[config.mk]
export PLATFORM = sky130hd
export DESIGN_NAME = boot_image_loader
export DESIGN_NICKNAME = d
export VERILOG_FILES = /design/src/core/boot_loader_pkg.sv /design/src/core/crc32_byte.sv /design/src/core/qspi_byte_reader.sv /design/src/core/boot_image_loader.sv
export SDC_FILE = /design/constraint.sdc
export NUM_CORES = 1
export LEC_CHECK = 0
export ABC_AREA = 0
export BUFFER_PORTS_ARGS = -buffer_cell sky130_fd_sc_hd__buf_2
export CORE_ASPECT_RATIO = 1.1
export CORE_UTILIZATION = 35
export DETAILED_ROUTE_END_ITERATION = 12
export GPL_ROUTABILITY_DRIVEN = 0
export SYNTH_ARGS = -nofsm -noshare
export SYNTH_HDL_FRONTEND = slang
export SYNTH_SLANG_ARGS = --single-unit
[constraint.sdc]
create_clock -name clk -period 2.8 [get_ports clk]
set_input_delay 0.28 -clock clk [delete_from_list [all_inputs] [get_ports clk]]
set_output_delay 0.28 -clock clk [all_outputs]
set_load 0.02 [all_outputs]
[src/core/boot_loader_pkg.sv]
// shared constants and types for the boot-time image loader
package boot_loader_pkg;
    localparam int unsigned CLK_MHZ = 125;
    localparam int unsigned BOOT_DELAY_US = 15;
    localparam int unsigned BOOT_DELAY_CYC = BOOT_DELAY_US * CLK_MHZ;
    localparam int unsigned SEC_BOOT_BIT = 5;
    localparam logic [31:0] NO_CRC_MARK = 32'h0d15ab1e;
    localparam logic [31:0] CRC_POLY = 32'hedb88320;
    localparam logic [31:0] CRC_INIT = 32'hffffffff;
    localparam logic [7:0] QSPI_READ_CMD = 8'heb;
    localparam logic [2:0] PLL_OD_RESET = 3'h1;
    localparam logic [11:0] PLL_F_RESET = 12'h03f;
    localparam logic [5:0] PLL_R_RESET = 6'h00;
    localparam logic [3:0] QSPI_DUMMY_CYC = 4'h6;
    // register byte addresses
    localparam logic [3:0] REG_PLL = 4'h0;
    localparam logic [3:0] REG_STATUS = 4'h4;
    localparam logic [3:0] REG_SECURITY = 4'h8;
    localparam logic [3:0] REG_LENGTH = 4'hc;
    localparam int unsigned PLL_OD_LSB = 0;
    localparam int unsigned PLL_F_LSB = 8;
    localparam int unsigned PLL_R_LSB = 24;

    typedef struct packed {
        logic [5:0] ref_div;
        logic [11:0] feedback;
        logic [2:0] pll_output_divider;
    } pll_cfg_type;

    typedef struct packed {
        logic [31:0] addr;
        logic [7:0] data;
        logic we;
    } ram_wr_type;
endpackage

[src/core/crc32_byte.sv]
// one-byte step of the reflected crc-32
`timescale 1ns/100ps
module crc32_byte (
    input wire logic [31:0] crc_in,
    input wire logic [7:0] data,
    output logic [31:0] crc_out
);
    import boot_loader_pkg::*;
    always_comb begin
        logic [31:0] c;
        c = crc_in ^ {24'h000000, data};
        for (int i = 0; i < 8; i++) begin
            c = c[0] ? ((c >> 1) ^ CRC_POLY) : (c >> 1);
        end
        crc_out = c;
    end
endmodule // crc32_byte

[src/core/qspi_byte_reader.sv]
// quad spi sequential reader: command, address 0, dummy, then byte stream
`timescale 1ns/100ps
module qspi_byte_reader (
    input wire logic clk,
    input wire logic rst,
    input wire logic start,
    input wire logic stop,
    input wire logic [3:0] sio_in,
    output logic [3:0] sio_out,
    output logic [3:0] sio_oe,
    output logic sck,
    output logic cs_n,
    output logic [7:0] byte_data,
    output logic byte_valid
);
    import boot_loader_pkg::*;
    typedef enum logic [4:0] {
        Q_IDLE = 5'b00001,
        Q_CMD = 5'b00010,
        Q_ADDR = 5'b00100,
        Q_DUMMY = 5'b01000,
        Q_DATA = 5'b10000
    } q_state_type;
    q_state_type state_q;
    logic [4:0] cnt_q;
    logic [23:0] shift_q;
    logic [3:0] nib_q;
    logic half_q;
    logic [3:0] sio_s1_q, sio_s2_q;

    always_ff @(posedge clk) begin
        sio_s1_q <= sio_in;
        sio_s2_q <= sio_s1_q;
    end

    // sck runs at clk/2; outputs change on falling sck, inputs also taken on falling sck
    always_ff @(posedge clk) begin
        if (rst) begin
            state_q <= Q_IDLE;
            cnt_q <= 5'h00;
            sck <= 1'b0;
            cs_n <= 1'b1;
            sio_out <= 4'h0;
            sio_oe <= 4'h0;
            shift_q <= 24'h000000;
            nib_q <= 4'h0;
            half_q <= 1'b0;
            byte_data <= 8'h00;
            byte_valid <= 1'b0;
        end else begin
            byte_valid <= 1'b0;
            unique case (state_q)
                Q_IDLE: begin
                    sck <= 1'b0;
                    if (start) begin
                        cs_n <= 1'b0;
                        sio_oe <= 4'h1;
                        sio_out <= {3'h0, QSPI_READ_CMD[7]};
                        shift_q <= {QSPI_READ_CMD[6:0], 17'h00000};
                        cnt_q <= 5'h07;
                        state_q <= Q_CMD;
                    end
                end
                Q_CMD: begin
                    sck <= ~sck;
                    if (sck) begin
                        if (cnt_q == 5'h00) begin
                            sio_oe <= 4'hf;
                            sio_out <= 4'h0; // address 0, nibble wide
                            cnt_q <= 5'h05;
                            state_q <= Q_ADDR;
                        end else begin
                            sio_out <= {3'h0, shift_q[23]};
                            shift_q <= {shift_q[22:0], 1'b0};
                            cnt_q <= cnt_q - 5'h01;
                        end
                    end
                end
                Q_ADDR: begin
                    sck <= ~sck;
                    if (sck) begin
                        if (cnt_q == 5'h00) begin
                            sio_oe <= 4'h0;
                            cnt_q <= {1'b0, QSPI_DUMMY_CYC};
                            state_q <= Q_DUMMY;
                        end else begin
                            cnt_q <= cnt_q - 5'h01;
                        end
                    end
                end
                Q_DUMMY: begin
                    sck <= ~sck;
                    if (sck) begin
                        cnt_q <= cnt_q - 5'h01;
                        if (cnt_q == 5'h01) begin
                            half_q <= 1'b0;
                            state_q <= Q_DATA;
                        end
                    end
                end
                Q_DATA: begin
                    if (stop) begin
                        cs_n <= 1'b1;
                        sck <= 1'b0;
                        state_q <= Q_IDLE;
                    end else begin
                        sck <= ~sck;
                        // sample late (synchroniser delay absorbed by slow sck)
                        if (sck) begin
                            half_q <= ~half_q;
                            if (half_q) begin
                                byte_data <= {nib_q, sio_s2_q};
                                byte_valid <= 1'b1;
                            end else begin
                                nib_q <= sio_s2_q;
                            end
                        end
                    end
                end
                default: state_q <= Q_IDLE;
            endcase
        end
    end
endmodule // qspi_byte_reader

[src/core/boot_image_loader.sv]
// boot loader top: reset hold, pll init, boot source choice, image load, crc
//
// The register addresses and the Avalon-MM interface to the registers were chosen for this implementation.
`timescale 1ns/100ps
module boot_image_loader #(
    parameter int unsigned GPIO_W = 8,
    parameter int unsigned BOOT_DELAY = boot_loader_pkg::BOOT_DELAY_CYC
) (
    input wire logic clk,
    input wire logic rst,
    input wire logic rst_n_pin,
    input wire logic [31:0] otp_security,
    input wire logic otp_valid,
    input wire logic [3:0] qspi_sio_in,
    output logic [3:0] qspi_sio_out,
    output logic [3:0] qspi_sio_oe,
    output logic qspi_sck,
    output logic qspi_cs_n,
    output boot_loader_pkg::ram_wr_type ram_wr,
    output boot_loader_pkg::pll_cfg_type pll_cfg,
    output logic pll_update,
    output logic [GPIO_W-1:0] gpio_pulldown,
    output logic core_run,
    output logic [31:0] start_addr,
    output logic boot_from_otp,
    output logic boot_fail,
    input wire logic [3:0] avs_address,
    input wire logic avs_read,
    input wire logic avs_write,
    input wire logic [31:0] avs_writedata,
    input wire logic [3:0] avs_byteenable,
    output logic [31:0] avs_readdata,
    output logic avs_waitrequest
);
    import boot_loader_pkg::*;

    typedef enum logic [7:0] {
        S_RESET = 8'b00000001,
        S_DELAY = 8'b00000010,
        S_SECLD = 8'b00000100,
        S_LEN = 8'b00001000,
        S_PROG = 8'b00010000,
        S_TRAIL = 8'b00100000,
        S_RUN = 8'b01000000,
        S_FAIL = 8'b10000000
    } boot_state_type;

    boot_state_type state_q;
    logic rst_s1_q, rst_s2_q;
    logic [31:0] delay_q;
    logic [31:0] sec_q;
    logic [31:0] len_q;
    logic [31:0] word_q;
    logic [1:0] bcnt_q;
    logic [31:0] addr_q;
    logic [31:0] crc_q;
    logic [31:0] crc_next;
    logic [7:0] rd_byte;
    logic rd_valid;
    logic rd_start_q;
    logic rd_stop;
    logic [31:0] trail_word;
    logic in_reset;
    logic acc_q;

    // external reset pin is asynchronous to clk
    always_ff @(posedge clk) begin
        rst_s1_q <= rst_n_pin;
        rst_s2_q <= rst_s1_q;
    end
    assign in_reset = rst | ~rst_s2_q;

    crc32_byte u_crc (
        .crc_in(crc_q),
        .data(rd_byte),
        .crc_out(crc_next)
    );

    assign rd_stop = (state_q == S_RUN) || (state_q == S_FAIL);

    qspi_byte_reader u_qspi (
        .clk(clk),
        .rst(in_reset),
        .start(rd_start_q),
        .stop(rd_stop),
        .sio_in(qspi_sio_in),
        .sio_out(qspi_sio_out),
        .sio_oe(qspi_sio_oe),
        .sck(qspi_sck),
        .cs_n(qspi_cs_n),
        .byte_data(rd_byte),
        .byte_valid(rd_valid)
    );

    assign trail_word = {rd_byte, word_q[31:8]};

    // boot sequencing
    always_ff @(posedge clk) begin
        if (in_reset) begin
            state_q <= S_RESET;
            delay_q <= 32'h00000000;
            sec_q <= 32'h00000000;
            len_q <= 32'h00000000;
            word_q <= 32'h00000000;
            bcnt_q <= 2'h0;
            addr_q <= 32'h00000000;
            crc_q <= CRC_INIT;
            rd_start_q <= 1'b0;
            core_run <= 1'b0;
            start_addr <= 32'h00000000;
            boot_from_otp <= 1'b0;
            boot_fail <= 1'b0;
            ram_wr <= '0;
        end else begin
            rd_start_q <= 1'b0;
            ram_wr.we <= 1'b0;
            unique case (state_q)
                S_RESET: state_q <= S_DELAY;
                S_DELAY: begin
                    delay_q <= delay_q + 32'h00000001;
                    if (delay_q >= 32'(BOOT_DELAY - 1)) begin
                        state_q <= S_SECLD;
                    end
                end
                S_SECLD: begin
                    if (otp_valid) begin
                        sec_q <= otp_security;
                        if (otp_security[SEC_BOOT_BIT]) begin
                            boot_from_otp <= 1'b1;
                            start_addr <= 32'h00000000;
                            core_run <= 1'b1;
                            state_q <= S_RUN;
                        end else begin
                            rd_start_q <= 1'b1;
                            state_q <= S_LEN;
                        end
                    end
                end
                S_LEN, S_PROG, S_TRAIL: begin
                    if (rd_valid) begin
                        word_q <= trail_word;
                        bcnt_q <= bcnt_q + 2'h1;
                        if (state_q != S_TRAIL) begin
                            crc_q <= crc_next;
                        end
                        if (state_q == S_PROG) begin
                            ram_wr.we <= 1'b1;
                            ram_wr.addr <= addr_q;
                            ram_wr.data <= rd_byte;
                            addr_q <= addr_q + 32'h00000001;
                        end
                        if (bcnt_q == 2'h3) begin
                            if (state_q == S_LEN) begin
                                len_q <= trail_word;
                                state_q <= (trail_word == 32'h00000000) ? S_TRAIL : S_PROG;
                            end else if (state_q == S_PROG) begin
                                if (addr_q[31:2] + 30'h00000001 == len_q[29:0]) begin
                                    state_q <= S_TRAIL;
                                end
                            end else if (trail_word == NO_CRC_MARK
                                         || trail_word == ~crc_q) begin
                                core_run <= 1'b1;
                                start_addr <= 32'h00000000;
                                state_q <= S_RUN;
                            end else begin
                                boot_fail <= 1'b1;
                                state_q <= S_FAIL;
                            end
                        end
                    end
                end
                S_RUN: state_q <= S_RUN;
                S_FAIL: state_q <= S_FAIL;
                default: state_q <= S_FAIL;
            endcase
        end
    end

    // pull-downs on while held in reset
    always_ff @(posedge clk) begin
        gpio_pulldown <= in_reset ? {GPIO_W{1'b1}} : {GPIO_W{1'b0}};
    end

    // pll config: reset values, updated on software write
    always_ff @(posedge clk) begin
        if (in_reset) begin
            pll_cfg.pll_output_divider <= PLL_OD_RESET;
            pll_cfg.feedback <= PLL_F_RESET;
            pll_cfg.ref_div <= PLL_R_RESET;
            pll_update <= 1'b1;
        end else begin
            pll_update <= 1'b0;
            // write lands only at the edge where the master sees waitrequest low
            if (avs_write && !avs_waitrequest && avs_address == REG_PLL && &avs_byteenable) begin
                pll_cfg.pll_output_divider <= avs_writedata[PLL_OD_LSB +: 3];
                pll_cfg.feedback <= avs_writedata[PLL_F_LSB +: 12];
                pll_cfg.ref_div <= avs_writedata[PLL_R_LSB +: 6];
                pll_update <= 1'b1;
            end
        end
    end

    // avalon slave: one wait cycle, answer on second edge
    always_ff @(posedge clk) begin
        if (in_reset) begin
            acc_q <= 1'b0;
            avs_waitrequest <= 1'b1;
            avs_readdata <= 32'h00000000;
        end else begin
            acc_q <= (avs_read || avs_write) && !acc_q;
            avs_waitrequest <= !((avs_read || avs_write) && !acc_q);
            if (avs_read && !acc_q) begin
                unique case (avs_address)
                    REG_PLL: avs_readdata <= {2'h0, pll_cfg.ref_div, 4'h0,
                        pll_cfg.feedback, 5'h00, pll_cfg.pll_output_divider};
                    REG_STATUS: avs_readdata <= {24'h000000, state_q};
                    REG_SECURITY: avs_readdata <= sec_q;
                    REG_LENGTH: avs_readdata <= len_q;
                    default: avs_readdata <= 32'h00000000;
                endcase
            end
        end
    end

    AST_PULLDOWN_IN_RESET: assert property (@(posedge clk)
        in_reset |=> gpio_pulldown == {GPIO_W{1'b1}})
        else $error("pull-down not enabled during reset");
    AST_HOLD_RESET: assert property (@(posedge clk)
        in_reset |=> state_q == S_RESET && !core_run)
        else $error("left reset while reset asserted");
    AST_PLL_RESET: assert property (@(posedge clk)
        in_reset |=> pll_cfg.feedback == 12'h03f && pll_cfg.pll_output_divider == 3'h1
        && pll_cfg.ref_div == 6'h00)
        else $error("pll reset values wrong");
    AST_PLL_WRITE: assert property (@(posedge clk) disable iff (in_reset)
        avs_write && !avs_waitrequest && avs_address == REG_PLL && &avs_byteenable
        |=> pll_cfg.feedback == $past(avs_writedata[19:8]) && pll_update)
        else $error("pll write not applied");
    AST_DELAY_MIN: assert property (@(posedge clk) disable iff (in_reset)
        $rose(state_q == S_SECLD) |-> delay_q >= 32'(BOOT_DELAY - 1))
        else $error("boot started too early");
    AST_SECURE_BOOT: assert property (@(posedge clk) disable iff (in_reset)
        state_q == S_SECLD && otp_valid && otp_security[5]
        |=> core_run && boot_from_otp && start_addr == 32'h00000000)
        else $error("secure boot not taken");
    AST_FLASH_START: assert property (@(posedge clk) disable iff (in_reset)
        state_q == S_SECLD && otp_valid && !otp_security[5] |=> rd_start_q)
        else $error("flash read not started");
    AST_RAM_ADDR: assert property (@(posedge clk) disable iff (in_reset)
        state_q == S_PROG && rd_valid |=> ram_wr.we && ram_wr.addr == $past(addr_q))
        else $error("program byte not written in order");
    AST_FAIL_NO_RUN: assert property (@(posedge clk) disable iff (in_reset)
        boot_fail |-> !core_run)
        else $error("program started after crc failure");
    AST_CRC_INIT: assert property (@(posedge clk)
        in_reset |=> crc_q == 32'hffffffff)
        else $error("crc not initialised");
endmodule // boot_image_loader

==> results by group <==
Worst setup path
  • Critical setup path kind: reg -> reg
  • Buf+Inv Stages, Crit Path: 3
  • R2R Path End: state_q[3]
  • Worst path cell trace: nand4_1 > nor4_2 > buf_4 > buf_4 > a21boi_0 > nand4b_1 > nor4_2 > nand4_1 > o21ai_1 > buf_4 > mux2i_1 > nor2_1
  • Setup crit end kind: register
  • Worst R2R Path Depth: 12
  • Reg2reg setup slack: 100 ps
  • Max stage delay on crit path: about 380 ps
  • Crit Path Max Fanout: 10
  • CP top delay family: simple AND/OR/NAND/NOR gates
  • Worst path slowest cell: dfxtp_4
  • Worst path arrival time: between 3000 and 4000 ps
  • WP data required: 3220 ps
  • Startpoint Class: register
  • CP most frequent cell: buf_4
  • Worst flop-to-flop path startpoint: addr_q[9]

Floorplan
  • Die W: 202.4 µm
  • Die ar.: 0.04504 mm²
  • Initial Util: 35.61%
  • Core ar.: 0.04344 mm²
  • IO Count: 231
  • Num rows: 80
  • Die height: roughly 220 µm

Yosys
  • Register area share after synthesis: 44.26%
  • Cell area after synthesis: 0.01547 mm²
  • Combinational family with the most area after synthesis: simple AND/OR/NAND/NOR gates
  • Main synth FF type: dfxtp_1
  • Ys async rst share: 0%
  • Xor/xnor share of the synthesized area: 11.26%
  • Adder-cell share of the synthesized area: 0.5662%
  • #FFs+latches synth: between 300 and 400
  • Synth Instances: 1871
  • Mean Syn Cell Area: 8.268 µm²
  • Simple-Gate Fraction of Synth Area: 22.38%
  • Post-synth cell types: 64
  • Synthesis Warnings: 0
  • EDFF count, synth: 0
  • Synth Area in Compound Gates: 13.02%
  • Post-synthesis mux area share: 2.653%

Timing
  • Hold violation total from the final report: 0
  • Slew HR: 18.16%
  • Clock skew: 24.02 ps
  • Final WS setup: between 100 and 150 ps
  • Max-slew violation count: 0
  • Fmax: 0.3709 GHz
  • Period utilisation layout: 96.30%
  • Final setup viols: 0
  • Period minus WS final: 2696 ps
  • Least-Margin Pin Slew: between 1000 and 1500 ps

CTS
  • CTS sink count: 342
  • Clock tree buffer depth: 3
  • Clk pin slew, worst setup/hold paths: roughly 60 ps
  • CTS tree: built
  • H-tree depth: 2
  • TritonCTS Buffers: 38
  • Clock Latency Late Sink: ~540 ps
  • Clk root buf: clkbuf_16

Route
  • Vias: 14010
  • Drt drc: 0
  • Post-route ant nets: 0
  • Iteration-0 DRC Markers: about 1100
  • DR vias/cell: 5.180
  • Overall routed net length: 45860 µm
  • Pre-Repair DR Iteration Count: 6
  • Routed wire per std cell: around 17 µm

Layout
  • Final Net Count: 2193
  • ANT cells: 0
  • Layout cells sized above 1: 17.56%
  • Commonest non-fill, non-tap cell in the layout: nand2_1
  • Final core utilization: 43.65%
  • Most frequent cells in the layout: 350 x nand2_1, 334 x dfxtp_1, 196 x nor2_1
  • Area delta synth->final: 22.59%
  • Final instance count without filler cells: 2704

Power and ir drop
  • Maximum VDD drop: between 0.3 and 0.4 mV
  • Leakage: 7.518 nW
  • PwrDens: 529.7 mW/mm²

Min path
  • Cell count of the worst hold path: 3
  • Min-Delay Endpoint: acc_q
  • Hold Crit Start: avs_write
  • Min-Delay Path Class: in -> reg

Global routing
  • Gr ovfl total: 0
  • Vias in the first global route: about 13000
  • First-pass GRT wire length: 71580 µm
  • Largest net degree at the start of global routing: 105
  • Initial antenna violation count: 0
  • Total GRT Usage: 19.76%

Flow run
  • Max cap viols: 0

Placement
  • Inst Count DP: 2572
  • Placement Setup Slack: between 10 and 15 ps
  • DPL Wire Length: 32270 µm
  • Number of I/O port buffers: 184

Status
  • Status: complete, no violations
cells in the mapped netlist (26+ instances only):
cell	instances	area [µm²]
dfxtp_1	342	6847
nand2_1	350	1314
clkbuf_1	116	435.4
xnor2_1	85	744.5
mux2i_1	41	410.4
a21oi_1	190	950.9
o211ai_1	36	270.3
o21ai_0	26	130.1
nand3_1	35	175.2
nand4_1	38	237.7
xor2_1	112	980.9
nor4_1	29	181.4
nor2_1	196	735.7
buf_4	47	352.8
stage by stage:
stage,TNS (ps),power [mW],area (µm²),hold slack (ps)
3_3_place_gp,0,5.276,17080,312.5
2_1_floorplan,0,5.207,15600,307.7
5_1_grt,-241.4,10.38,18960,66.39
6_report,0,10.04,18960,68.63
4_1_cts,0,10.16,18840,46.80
3_5_place_dp,0,5.279,17080,329.8
timing repair:
item | CTS | global route
gates resized for setup | 0 | 17
buffers inserted | 0 | 8
endpoints found under the setup margin | 0 | 8
hold buffers | 57 | 0
endpoints found under the hold margin | 57 | 0
cell type report:
type                    count  area, µm²
clock buffers              52       1064
well taps                 574      718.2
repair buffers            333       2198
inverters                  14      60.06
flip-flops and latches    342       6859
clock inverters            14      123.9
multi-input cells        1375       7940
fillers                  4316      24480
worst reg2reg max path, stage by stage, from the launching register on:
cell      delay (ps)
dfxtp_4          380
nand4_1          190
nor4_2           320
buf_4            160
buf_4            160
a21boi_0         110
nand4b_1         220
nor4_2           320
nand4_1          180
o21ai_1          160
buf_4            150
mux2i_1          180
nor2_1            60
report_power, final:
| group | switching, mW | internal [mW] | leakage (nW) |
|---|---|---|---|
| Combinational | 0.224 | 0.129 | 4.17 |
| Clock | 2.04 | 2.76 | 0.587 |
| Sequential | 0.00742 | 4.88 | 2.76 |
state kept, by name, indices dropped and copies added (netlist names), 2 cells and up:
signal and cells:
ram_wr 41, addr_q 32, avs_readdata 32, crc_q 32, delay_q 32, len_q 32
sec_q 32, word_q 24, pll_cfg 21, state_q 8, u_qspi.byte_data 8, u_qspi.shift_q 7
u_qspi.cnt_q 5, u_qspi.state_q 5, u_qspi.nib_q 4, u_qspi.sio_s1_q 4, u_qspi.sio_s2_q 4, bcnt_q 2
u_qspi.sio_oe 2
cells by family after synthesis:
kind of cell    Yosys count
simple gates            763
buf+inv                 188
mux                      41
compound gates          331
flops                   342
other cells               1
fa+ha+maj                 7
xor+xnor                198
worst max path at each step:
stage,start,to,slack [ps],cells after the start
finish,addr_q[9],state_q[3],100,12
global route,addr_q[9],state_q[4],-110,12
CTS,addr_q[3],state_q[3],5,12
detailed placement,addr_q[3],state_q[3],10,12
global placement,addr_q[4],state_q[3],80,11
floorplan,addr_q[3],state_q[3],70,11
routing by layer:
layer / track usage (%) / wire length, µm / part of all wire, %
met1: 25.16 / 19640 / 43
met2: 33.32 / 22190 / 48
met3: 2.699 / 2222 / 4.8
met4: 8.295 / 1801 / 3.9
met5: 0 / 0 / 0
No activity file was read; power rests on OpenSTA's default activity.
